### src/shared/sdg_pkg.sv
`default_nettype none
package sdg_pkg;
	// local bus cycle seen on the processor side
	typedef struct packed {
		logic cycleValid; // address phase qualifier
		logic mio; // memory when high, io when low
		logic dc; // data cycle when high
		logic wr; // write when high
		logic [31:0] addr; // byte address
	} sdg_bus_s;

	localparam int BUS_W = 36;

	// strap sequencing after reset release
	typedef enum logic [1:0] {
		ST_SETTLE = 2'b00,
		ST_DRIVE = 2'b01
	} sdg_strap_e;

	// video memory window
	localparam logic [31:0] VID_BASE = 32'h000a0000;
	localparam logic [31:0] VID_LAST = 32'h000bffff;
	localparam int VID_EN_BIT = 0;

	// card setup io range
	localparam logic [15:0] CARD_BASE = 16'h0100;
	localparam logic [15:0] CARD_LAST = 16'h0107;

	// alternate gate bit in system control port a
	localparam int ALT_GATE_BIT = 1;
	// parity check bit in memory encoding register
	localparam int PAR_EN_BIT = 0;
	// address bit that the gate controls
	localparam int GATE_ADDR_BIT = 20;

	// synchronised pin vector layout
	localparam int PIN_W = 7;
	localparam int PIN_CHRST = 0;
	localparam int PIN_CHAN_CHECK_IN = 1;
	localparam int PIN_CMD = 2;
	localparam int PIN_KBC = 3;
	localparam int PIN_STRAP = 4;
	localparam int PIN_MSTR = 5;
	localparam int PIN_TEST = 6;
	localparam logic [6:0] PIN_RST_VAL = 7'h00;

	// cycles after release before straps are taken (sync depth plus filter)
	localparam logic [2:0] STRAP_SETTLE_CYC = 3'h4;

	// reset values
	localparam logic [1:0] SPEED_RST = 2'h0;
endpackage
`default_nettype wire
### src/rtl/sdg_glue.sv
`timescale 1ns/10ps
`default_nettype none
// Functional notes
// video window select only acts while video enable bit 0 is set.
// video select asserts for memory addresses 000a0000 through 000bffff.
// setup data select lets the pointed setup register be read or written.
// setup data select asserts when io address equals setup pointer value.
// card setup select for io 0100h-0107h during channel setup cycles.
// channel reset enables latching of local bus state.
// channel check stops all further latching of local bus state; here a channel reset after check is released arms latching again.
// outside logic drives command as OR of commands, inverted if narrow.
// with latching enabled, capture state on command leading edge.
// gate physical address bit 20 whenever processor generates address.
// gate pin is input at power-on, latched with master at reset end.
// speed select comes from the two latched strap values.
// after power-on the gate pin becomes the address gate output.
// gate active on keyboard gate, or alternate bit with processor bus.
// parity check enable follows bit 0 of memory encoding register.
// test input low tristates every output and two-way line.
// test input high enables outputs for normal operation.
// video select stays inactive outside window or when disabled.
module sdg_glue (
	input wire logic sys_clk, // system clock, 100 MHz
	input wire logic resetn, // async reset, low
	input wire sdg_pkg::sdg_bus_s cpuBus, // local bus cycle
	input wire logic cpuOwnsBus, // processor is master
	input wire logic cpuGenAddr, // processor drives address
	input wire logic chanSetupCycle, // channel setup cycle
	input wire logic [15:0] setupPtr, // setup pointer value
	input wire logic [7:0] videoEnReg, // video enable register
	input wire logic [7:0] sysCtrlA, // system control port a
	input wire logic [7:0] memEncReg, // memory encoding register
	input wire logic chan_reset_in, // channel reset pin
	input wire logic chan_check_in, // channel check pin
	input wire logic chan_command_in, // channel command pin
	input wire logic kbc_addr_gate_in, // keyboard gate pin
	input wire logic chan_master_in, // channel master strap
	input wire logic testN, // test pin, low tristates
	input wire logic addrGateStrapIn, // gate pin input side
	output logic addrGateStrapOut, // gate pin output side
	output logic addrGateStrapOe, // gate pin drive enable
	output logic video_window_sel, // video window decode
	output logic setup_data_reg_sel, // setup data decode
	output logic card_setup_sel, // card setup decode
	output logic phys_addr_bit20, // gated address bit 20
	output logic parity_check_en_out, // parity check enable
	output logic [1:0] speedSel, // latched speed straps
	output sdg_pkg::sdg_bus_s latchedBus, // captured bus state
	output logic latchedValid, // a capture is held
	output logic latchArmed, // latching enabled
	output logic outputsOe // drive enable, all outputs
);
	////////////////////////////////////////////////////////////////////
	// pin synchronisers

	logic [sdg_pkg::PIN_W-1:0] pinRaw, pinLvl, pinRise;

	// gather pins into one vector for the sync chain
	assign pinRaw[sdg_pkg::PIN_CHRST] = chan_reset_in;
	assign pinRaw[sdg_pkg::PIN_CHAN_CHECK_IN] = chan_check_in;
	assign pinRaw[sdg_pkg::PIN_CMD] = chan_command_in;
	assign pinRaw[sdg_pkg::PIN_KBC] = kbc_addr_gate_in;
	assign pinRaw[sdg_pkg::PIN_STRAP] = addrGateStrapIn;
	assign pinRaw[sdg_pkg::PIN_MSTR] = chan_master_in;
	assign pinRaw[sdg_pkg::PIN_TEST] = testN;

	sdg_pin_sync #(
		.W(sdg_pkg::PIN_W),
		.RST_VAL(sdg_pkg::PIN_RST_VAL)
	) uPinSync (
		.sysClk(sys_clk),
		.resetn(resetn),
		.pinIn(pinRaw),
		.level(pinLvl),
		.rise(pinRise)
	);

	////////////////////////////////////////////////////////////////////
	// address decodes

	logic memCycle, ioCycle, vidHit, setupHit, cardHit;
	logic videoSel_q, videoSel_d;
	logic setupSel_q, setupSel_d;
	logic cardSel_q, cardSel_d;

	// cycle type from the status lines
	assign memCycle = cpuBus.cycleValid & cpuBus.mio & cpuBus.dc;
	assign ioCycle = cpuBus.cycleValid & ~cpuBus.mio & cpuBus.dc;

	// window compares
	always_comb begin
		vidHit = (cpuBus.addr >= sdg_pkg::VID_BASE) &&
			(cpuBus.addr <= sdg_pkg::VID_LAST);
		setupHit = (cpuBus.addr[31:16] == 16'h0000) &&
			(cpuBus.addr[15:0] == setupPtr);
		cardHit = (cpuBus.addr[31:16] == 16'h0000) &&
			(cpuBus.addr[15:0] >= sdg_pkg::CARD_BASE) &&
			(cpuBus.addr[15:0] <= sdg_pkg::CARD_LAST);
	end

	// next values of the decode outputs
	always_comb begin
		videoSel_d = memCycle & vidHit &
			videoEnReg[sdg_pkg::VID_EN_BIT];
		setupSel_d = ioCycle & setupHit;
		cardSel_d = ioCycle & cardHit & chanSetupCycle;
	end

	// decode registers, one cycle after the address
	always_ff @(posedge sys_clk or negedge resetn) begin
		if (!resetn) begin
			videoSel_q <= 1'b0;
			setupSel_q <= 1'b0;
			cardSel_q <= 1'b0;
		end else begin
			videoSel_q <= videoSel_d;
			setupSel_q <= setupSel_d;
			cardSel_q <= cardSel_d;
		end
	end

	////////////////////////////////////////////////////////////////////
	// local bus state latching

	logic armed_q, armed_d, capture;

	// check wins over reset, so a fault freezes the snapshot
	always_comb begin
		armed_d = armed_q;
		if (pinLvl[sdg_pkg::PIN_CHRST]) begin
			armed_d = 1'b1;
		end
		if (pinLvl[sdg_pkg::PIN_CHAN_CHECK_IN]) begin
			armed_d = 1'b0;
		end
	end

	// latch enable register
	always_ff @(posedge sys_clk or negedge resetn) begin
		if (!resetn) begin
			armed_q <= 1'b0;
		end else begin
			armed_q <= armed_d;
		end
	end

	// command is taken active high, already combined outside
	assign capture = armed_q & ~pinLvl[sdg_pkg::PIN_CHAN_CHECK_IN] &
		pinRise[sdg_pkg::PIN_CMD];

	sdg_state_capture #(
		.W(sdg_pkg::BUS_W)
	) uCapture (
		.sysClk(sys_clk),
		.resetn(resetn),
		.capture(capture),
		.dataIn(cpuBus),
		.dataOut(latchedBus),
		.valid(latchedValid)
	);

	////////////////////////////////////////////////////////////////////
	// power-on straps and address gate

	sdg_pkg::sdg_strap_e strap_q, strap_d;
	logic [2:0] settle_q, settle_d;
	logic [1:0] speed_q, speed_d;
	logic gateOn, gate_q, gate_d;
	logic bit20_q, bit20_d;

	// wait for the sync chain to fill, then take the straps once
	always_comb begin
		strap_d = strap_q;
		settle_d = settle_q;
		speed_d = speed_q;
		unique case (strap_q)
			sdg_pkg::ST_SETTLE: begin
				if (settle_q == sdg_pkg::STRAP_SETTLE_CYC) begin
					speed_d = {pinLvl[sdg_pkg::PIN_STRAP],
						pinLvl[sdg_pkg::PIN_MSTR]};
					strap_d = sdg_pkg::ST_DRIVE;
				end else begin
					settle_d = settle_q + 3'h1;
				end
			end
			sdg_pkg::ST_DRIVE: begin
				strap_d = sdg_pkg::ST_DRIVE;
			end
			default: begin
				strap_d = sdg_pkg::ST_SETTLE;
			end
		endcase
	end

	// gate term and gated address bit
	always_comb begin
		gateOn = pinLvl[sdg_pkg::PIN_KBC] |
			(sysCtrlA[sdg_pkg::ALT_GATE_BIT] & cpuOwnsBus);
		gate_d = gateOn;
		if (cpuGenAddr) begin
			bit20_d = cpuBus.addr[sdg_pkg::GATE_ADDR_BIT] &
				gateOn;
		end else begin
			bit20_d = cpuBus.addr[sdg_pkg::GATE_ADDR_BIT];
		end
	end

	// strap and gate registers
	always_ff @(posedge sys_clk or negedge resetn) begin
		if (!resetn) begin
			strap_q <= sdg_pkg::ST_SETTLE;
			settle_q <= 3'h0;
			speed_q <= sdg_pkg::SPEED_RST;
			gate_q <= 1'b0;
			bit20_q <= 1'b0;
		end else begin
			strap_q <= strap_d;
			settle_q <= settle_d;
			speed_q <= speed_d;
			gate_q <= gate_d;
			bit20_q <= bit20_d;
		end
	end

	////////////////////////////////////////////////////////////////////
	// parity enable mirror and test tristate

	logic parEn_q, parEn_d, testOff;

	// mirror of the parity enable bit
	always_comb begin
		parEn_d = memEncReg[sdg_pkg::PAR_EN_BIT];
	end

	// parity enable register
	always_ff @(posedge sys_clk or negedge resetn) begin
		if (!resetn) begin
			parEn_q <= 1'b0;
		end else begin
			parEn_q <= parEn_d;
		end
	end

	// test low releases every driven line
	assign testOff = ~pinLvl[sdg_pkg::PIN_TEST];
	assign outputsOe = ~testOff;
	assign addrGateStrapOe = ~testOff &
		(strap_q == sdg_pkg::ST_DRIVE);

	////////////////////////////////////////////////////////////////////
	// outputs

	assign video_window_sel = videoSel_q;
	assign setup_data_reg_sel = setupSel_q;
	assign card_setup_sel = cardSel_q;
	assign phys_addr_bit20 = bit20_q;
	assign parity_check_en_out = parEn_q;
	assign addrGateStrapOut = gate_q;
	assign speedSel = speed_q;
	assign latchArmed = armed_q;
endmodule
`default_nettype wire

### src/rtl/sdg_pin_sync.sv
`timescale 1ns/10ps
`default_nettype none
module sdg_pin_sync #(
	parameter int W = 1,
	parameter logic [W-1:0] RST_VAL = '0
) (
	input wire logic sysClk, // system clock
	input wire logic resetn, // async reset, low
	input wire logic [W-1:0] pinIn, // raw pins
	output logic [W-1:0] level, // filtered level
	output logic [W-1:0] rise // one cycle on rising change
);
	logic [W-1:0] s1_q, s2_q, s3_q, level_q, rise_q;
	logic [W-1:0] level_d, rise_d;

	// level moves only when stages two and three agree
	always_comb begin
		level_d = (s2_q & s3_q) | (level_q & (s2_q ^ s3_q));
		rise_d = level_d & ~level_q;
	end

	// three stage chain plus filtered state
	always_ff @(posedge sysClk or negedge resetn) begin
		if (!resetn) begin
			s1_q <= RST_VAL;
			s2_q <= RST_VAL;
			s3_q <= RST_VAL;
			level_q <= RST_VAL;
			rise_q <= '0;
		end else begin
			s1_q <= pinIn;
			s2_q <= s1_q;
			s3_q <= s2_q;
			level_q <= level_d;
			rise_q <= rise_d;
		end
	end

	assign level = level_q;
	assign rise = rise_q;
endmodule
`default_nettype wire

### src/rtl/sdg_state_capture.sv
`timescale 1ns/10ps
`default_nettype none
module sdg_state_capture #(
	parameter int W = 8
) (
	input wire logic sysClk, // system clock
	input wire logic resetn, // async reset, low
	input wire logic capture, // take a snapshot
	input wire logic [W-1:0] dataIn, // live state
	output logic [W-1:0] dataOut, // held snapshot
	output logic valid // a snapshot is held
);
	logic [W-1:0] data_q, data_d;
	logic valid_q, valid_d;

	// hold unless a capture is requested
	always_comb begin
		data_d = capture ? dataIn : data_q;
		valid_d = valid_q | capture;
	end

	// snapshot register
	always_ff @(posedge sysClk or negedge resetn) begin
		if (!resetn) begin
			data_q <= '0;
			valid_q <= 1'b0;
		end else begin
			data_q <= data_d;
			valid_q <= valid_d;
		end
	end

	assign dataOut = data_q;
	assign valid = valid_q;
endmodule
`default_nettype wire

### config.mk
export PLATFORM = sky130hd
export DESIGN_NAME = sdg_glue
export DESIGN_NICKNAME = d
export VERILOG_FILES = /design/src/shared/sdg_pkg.sv /design/src/rtl/sdg_glue.sv /design/src/rtl/sdg_pin_sync.sv /design/src/rtl/sdg_state_capture.sv
export SDC_FILE = /design/constraint.sdc
export NUM_CORES = 1
export LEC_CHECK = 0
export BUFFER_PORTS_ARGS = -buffer_cell sky130_fd_sc_hd__buf_4
export CAP_MARGIN = 20
export CORE_AREA = 2 2 85 87
export DETAILED_ROUTE_END_ITERATION = 7
export DIE_AREA = 0 0 87 89
export PLACE_DENSITY = 0.78
export SLEW_MARGIN = 5
export SYNTH_ARGS = -nofsm -noshare
export SYNTH_HDL_FRONTEND = slang
export SYNTH_SLANG_ARGS = --single-unit
### constraint.sdc
create_clock -name sys_clk -period 1.7 [get_ports sys_clk]
set_clock_uncertainty 0.15 [all_clocks]
set_input_delay 0.17 -clock sys_clk [delete_from_list [all_inputs] [get_ports sys_clk]]
set_output_delay 0.17 -clock sys_clk [all_outputs]
set_load 0.02 [all_outputs]
==> results of run 1 <==
==> layout make-up <==
type | count | area share, %
Multi-Input combinational cell | 106 | 22.6
Timing Repair Buffer | 167 | 29.3
Tap cell | 80 | 2.09
Inverter | 4 | 0.314
Sequential cell | 79 | 41.3
Clock buffer | 9 | 2.59
Clock inverter | 7 | 1.83
==> routing by layer <==
layer	vias to the layer above	share of wire, %
met1	1064	39
met3	8	6.4
met5	-	0
li1	1023	-
met4	0	1.5
met2	84	53
==> what timing repair did <==
item / in CTS / in global routing
endpoints found under the setup margin: 0 / 1
hold endpoints to repair: 128 / 0
hold buffers: 49 / 0
gates resized for setup: 0 / 1
==> worst max path at each step <==
stage,endpoint,cells after the start,startpoint,slack [ns]
floorplan,uCapture.dataOut[10],4,latchArmed,0.26
global placement,card_setup_sel,5,cpuBus[31],0.20
detailed placement,settle_q[2],5,settle_q[0],0.22
CTS,setup_data_reg_sel,6,cpuBus[31],0.07
global route,setup_data_reg_sel,6,cpuBus[31],0.002
finish,setup_data_reg_sel,6,cpuBus[31],0.06
==> registers in the layout, indices dropped and copies added, names as in the netlist, 2 cells and up <==
signal / flops
uPinSync.level: 7
uPinSync.s1_q: 7
settle_q: 3
speedSel: 2
uPinSync.s3_q: 7
uPinSync.s2_q: 7
uCapture.dataOut: 36
==> worst min-delay path: stages <==
cell and delay [ns]:
buf_4 0.11, nor4b_1 0.13, nand4_1 0.09, nor2_1 0.04
==> kinds of logic (layout without fill, tap and decap cells) <==
group,count (synthesis),in the layout
buffers and inverters,8,187
muxes,38,38
adders and majority gates,9,9
DFF,79,79
xor gates and xnor gates,18,18
and+or+nand+nor,30,30
AOI/OAI and AO/OA,11,11
==> power groups by stage <==
stage          clock network [mW]  logic, mW  registers (mW)
5_1_grt                      1.58       2.28            2.64
4_1_cts                      1.50       2.17            2.58
6_report                     1.45       2.17            2.59
3_5_place_dp                    0       2.07            2.62
2_1_floorplan                   0      0.614            3.09
3_3_place_gp                    0       2.04            2.59
==> per-stage QoR <==
stage / power [mW] / util (%) / worst slack [ns] / area, µm²
after detailed placement: 4.68 / 60.7 / 0.221 / 4080
final: 6.20 / 71.2 / 0.0644 / 4790
after CTS: 6.26 / 71.1 / 0.0744 / 4780
after global routing: 6.51 / 71.2 / 0.00241 / 4790
after global placement: 4.63 / 60.7 / 0.203 / 4080
after floorplan: 3.71 / - / 0.262 / 3140
==> cell usage in the layout, fill, tap and decap left out, drive strengths merged <==
cell type	Yosys	routed
nand3b	2	2
buf	4	118
nand4	4	4
ha	9	9
bufinv	0	1
nor4b	2	2
mux2	38	38
o21ai	1	1
nand2b	2	2
dlygate4sd3	0	49
nand2	2	2
xnor2	2	2
dfrtp	79	79
xor2	16	16
and2	1	1
nor2b	1	1
nor4bb	1	1
clkinv	0	2
nor4	8	8
a21o	8	8
nor2	6	6
o21a	1	1
inv	4	8
clkbuf	0	9
a21oi	1	1
nor3	1	1
==> results_dict.tcl, run 1 <==
set metrics [dict create \
    cts_root_buf "clkbuf_8" \
    switching_share_pct 31.8 \
    grt_pass1_vias 2316 \
    synth_xor_area_share_pct 5.02 \
    die_x_um 87 \
    synth_top_area_cell "dfrtp_1" \
    timing.rr.start "uPinSync.level[3]" \
    cts_tree "yes" \
    cts_setup_buffers 0 \
    dp.cells 387 \
    hp-start "chanSetupCycle" \
    via_count 2179 \
    synth_seq_cells 79 \
    rrSetupSlack_ns 0.17 \
    synth_edf_count 0 \
    hold_end "card_setup_sel" \
    power_switching_mw 1.97 \
    cts_buffers 9 \
    clock_path_buffers 2 \
    areaGrowthSynthToFinish_pct 52.5 \
    yosysMostFrequentCell "dfrtp_1" \
    rsz0062_at_grt "no" \
    synth_top_family_by_area "multiplexers" \
    slew_headroom_pct 73.7 \
    syn-num-nets 290 \
    slowest_stage "dlygate4sd3_1" \
    gp_congestion 0.761 \
    port_buffers 114 \
    layoutNonFillerInstCount 452 \
    grt_usage_pct 19.0 \
    end_kind "register" \
    ys.flop_type "dfrtp_1" \
    n_antenna_cell 0 \
    p_int_mw 4.23 \
    synth_fa_ha_area_share_pct 3.59 \
    clock_sinks 79 \
    synth-simple-area-share_pct 6.06 \
    maxSlewViolCount 0 \
    drt-initial-drc-count 30 \
    crit_family "simple AND/OR/NAND/NOR gates" \
    core_region_area_mm2 0.00672 \
    synth_area_mm2 0.00314 \
    dr.pass1.iters 4 \
    synth_top_area_share_pct 63.0 \
    holdWs_ns 0.0712 \
    finalSetupViolations 0 \
    yosysSeqAreaShare_pct 63.0 \
    power.density_mw_per_mm2 1300 \
    wl_um 7190 \
    worstPathMaxFanout 2 \
    finalSetupTns_ns 0 \
    seq_power_share_pct 41.7 \
    path_clk_slew_ns 0.09 \
    ant_nets 0 \
    synth_area_leaders "dfrtp_1 (63%), mux2_4 (14%), xor2_1 (4.5%)" \
    worst_ep_arrival_time_ns 1.77 \
    min_period_over_period_pct 96.2 \
    synth_mux_area_share_pct 17.1 \
    path_cells "dlygate4sd3_1 > buf_4 > nor4bb_1 > nand4_1 > nand2b_1 > nor2_1" \
    reg2reg_depth 3 \
    cp.required_ns 1.83 \
    holdPathStages 4 \
    synth_cells 193 \
    multi_input_area_mm2 0.00108 \
    grt_busiest_layer "met2" \
    seqCellArea_mm2 0.00198 \
    rows 30 \
    cts_htree_levels 3 \
    met1_usage_pct 22.0 \
    n_fill_cell 447 \
    vdd_ir_drop_max_mv 0.660 \
    drive_above_1_share_pct 46.8 \
    min_path_type "in -> reg" \
    startpoint_type "input pin" \
    finalNetCount 464 \
    fin_crit_ns 1.64 \
    overflow 0 \
    tightest_slew_ns 0.391 \
    cap_violations 0 \
    grt_use_met3_pct 4.99 \
    async_flop_share_pct 100 \
    antenna_found_initial 0 \
    ys_types 25 \
    dp_hpwl_um 4740 \
    avgSynthCellArea_um2 16.3 \
    grt_max_degree 38 \
    initial_core_util_pct 46.7 \
    die_height_um 89 \
    io_pins 136 \
    critPathBufInv 2 \
    viasPerCell 4.82 \
    synth_commonest_cells "dfrtp_1 (79), mux2_4 (29), xor2_1 (16)" \
    p_leak_nw 2.41 \
    wl_per_cell_um 15.9 \
    grt_pass1_wl_um 11100 \
    r2r-end "phys_addr_bit20" \
    pwr-share-comb_pct 34.9 \
    use_met2_pct 33.7 \
    synth_compound_area_share_pct 2.47 \
    die_area_mm2 0.00774 \
    drc 0 \
    clock_latency_ns 0.35 \
    synth-warning-count 0 \
    path_class "in -> reg" \
    finalHoldViolCount 0 \
    run_status "finished clean" \
    clkPwrFrac_pct 23.4 \
    critPathMaxStageDelay_ns 0.53 \
    clock.fmax_mhz 611 \
]
Power figures use the tool's default switching activity.
==> run 2, diff against run 1 <==
Settings changed: REMOVE_ABC_BUFFERS set to 1, SETUP_SLACK_MARGIN set to 0.15, SKIP_LAST_GASP set to 1.
==> run 2 against run 1 <==
Register-to-register slack improved by 0.08 ns; fmax up 7.4%; flip-flop and latch count unchanged; via count rose by 0.60%; critical path type unchanged; largest cell class unchanged.
==> results_dict.tcl, run 2 (synthesized netlist as in run 1, its figures left out) <==
set metrics [dict create \
    run_status "finished clean" \
    layoutNonFillerInstCount 450 \
    path_class "in -> reg" \
    wl_per_cell_um 15.6 \
    drc 0 \
    dp.cells 385 \
    clock_sinks 79 \
    fin_crit_ns 1.52 \
    reg2reg_depth 3 \
    place_area_mm2 0.00406 \
    finalHoldViolCount 0 \
    wl_um 7030 \
    power.total_mw 6.15 \
    vdd_ir_drop_max_mv 0.580 \
    end_kind "register" \
    design_area_mm2 0.00478 \
    io_pins 136 \
    min_period_over_period_pct 89.6 \
    die_x_um 87 \
    n_antenna_cell 0 \
    cp.required_ns 1.81 \
    overflow 0 \
    wl_met1_um 2970 \
    grt_pass1_wl_um 10500 \
    ant_nets 0 \
    die_area_mm2 0.00774 \
    cap_violations 0 \
    antenna_found_initial 0 \
    viasPerCell 4.87 \
    holdWs_ns 0.00785 \
    p_leak_nw 2.39 \
    dp_hpwl_um 4290 \
    grt_max_degree 80 \
    dr_wl_met2_um 3530 \
    path_clk_slew_ns 0.07 \
    core_region_area_mm2 0.00672 \
    drive_above_1_share_pct 47.3 \
    drt-initial-drc-count 51 \
    gp_congestion 0.744 \
    worstPathMaxFanout 2 \
    cts_buffers 9 \
    areaGrowthSynthToFinish_pct 52.4 \
    finalNetCount 462 \
    met3_length_um 397 \
    slew_headroom_pct 73.3 \
    port_buffers 114 \
    via_count 2192 \
    cts_htree_levels 3 \
    tightest_slew_ns 0.400 \
    power.density_mw_per_mm2 1290 \
    startpoint_type "input pin" \
    finalSetupViolations 0 \
    largest_reg_flops 36 \
    final_cell_mix "buf_4 (114), dfrtp_1 (79), dlygate4sd3_1 (49)" \
    rows 30 \
    cts_tree "yes" \
    grt_pass1_vias 2206 \
    clock_latency_ns 0.35 \
    top_layer "met4" \
    initial_core_util_pct 46.7 \
    holdPathStages 4 \
    die_height_um 89 \
    maxSlewViolCount 0 \
    clock.fmax_mhz 657 \
    min_path_type "in -> reg" \
    finalSetupTns_ns 0 \
    worst_ep_arrival_time_ns 1.64 \
    dr.pass1.iters 3 \
    cts_root_buf "clkbuf_8" \
    clock_path_buffers 2 \
    cts_setup_buffers 0 \
    rsz0062_at_grt "no" \
    n_fill_cell 457 \
    final_common_cell "buf_4" \
    grt_usage_pct 18.0 \
]
-- run 2: changes by cell type in the layout (fill, tap and decap cells not counted), moves of 2 or more --
cell        previous run  this run
inv_8                  2         0
buf_4                116       114
nor4_1                 7         5
nor4_2                 1         3
clkinvlp_4             0         2
-- run 2: routing by layer --
metal	global-route usage, %	vias to the layer above
li1	-	1019
met1	22.2	1068
met2	29.8	94
met3	4.89	11
met4	7.95	0
met5	0	-
-- run 2: path summary, 6_finish.rpt --
check,from,end,slack [ns]
max in group asynchronous,resetn,uCapture.dataOut[4],0.85
setup reg to reg,latchArmed,uCapture.dataOut[3],0.25
hold reg to reg,uPinSync.s1_q[3],uPinSync.s2_q[3],0.20
hold / removal,cpuBus[30],video_window_sel,0.008
min in group asynchronous,resetn,uPinSync.s2_q[3],0.24
setup / recovery,cpuBus[28],setup_data_reg_sel,0.18
-- run 2: timing repair --
action,in CTS,in global routing
hold buffers,47,2
endpoints found under the hold margin,128,2
endpoints found under the setup margin,0,3
gates resized for setup,0,4
-- run 2: power by group --
group,internal [mW],total [mW],switching [mW]
clock network,0.723,1.40,0.676
logic,1.19,2.16,0.973
registers,2.33,2.59,0.264
total,4.24,6.15,1.91
-- run 2: final cells by class --
cell class | instances | area [µm²] | area share [%]
Timing Repair Buffer | 165 | 1390 | 29.0
Inverter | 4 | 15.0 | 0.314
Multi-Input combinational cell | 106 | 1100 | 23.0
Clock inverter | 6 | 67.6 | 1.41
Sequential cell | 79 | 1980 | 41.4
Clock buffer | 10 | 138 | 2.88
Tap cell | 80 | 100 | 2.09
-- run 2: critical path: stages --
cell and delay (ns):
dlygate4sd3_1 0.54, buf_4 0.14, nor4_2 0.28, nand4_1 0.17
nand2b_1 0.22, nor2_1 0.13
-- run 2: metrics by stage --
step                setup WS [ns]  utilization (%)
finish                      0.177             71.2
global route                0.139             71.2
CTS                         0.158             70.5
detailed placement          0.227             60.5
global placement            0.277             60.5
floorplan                  0.0125                -
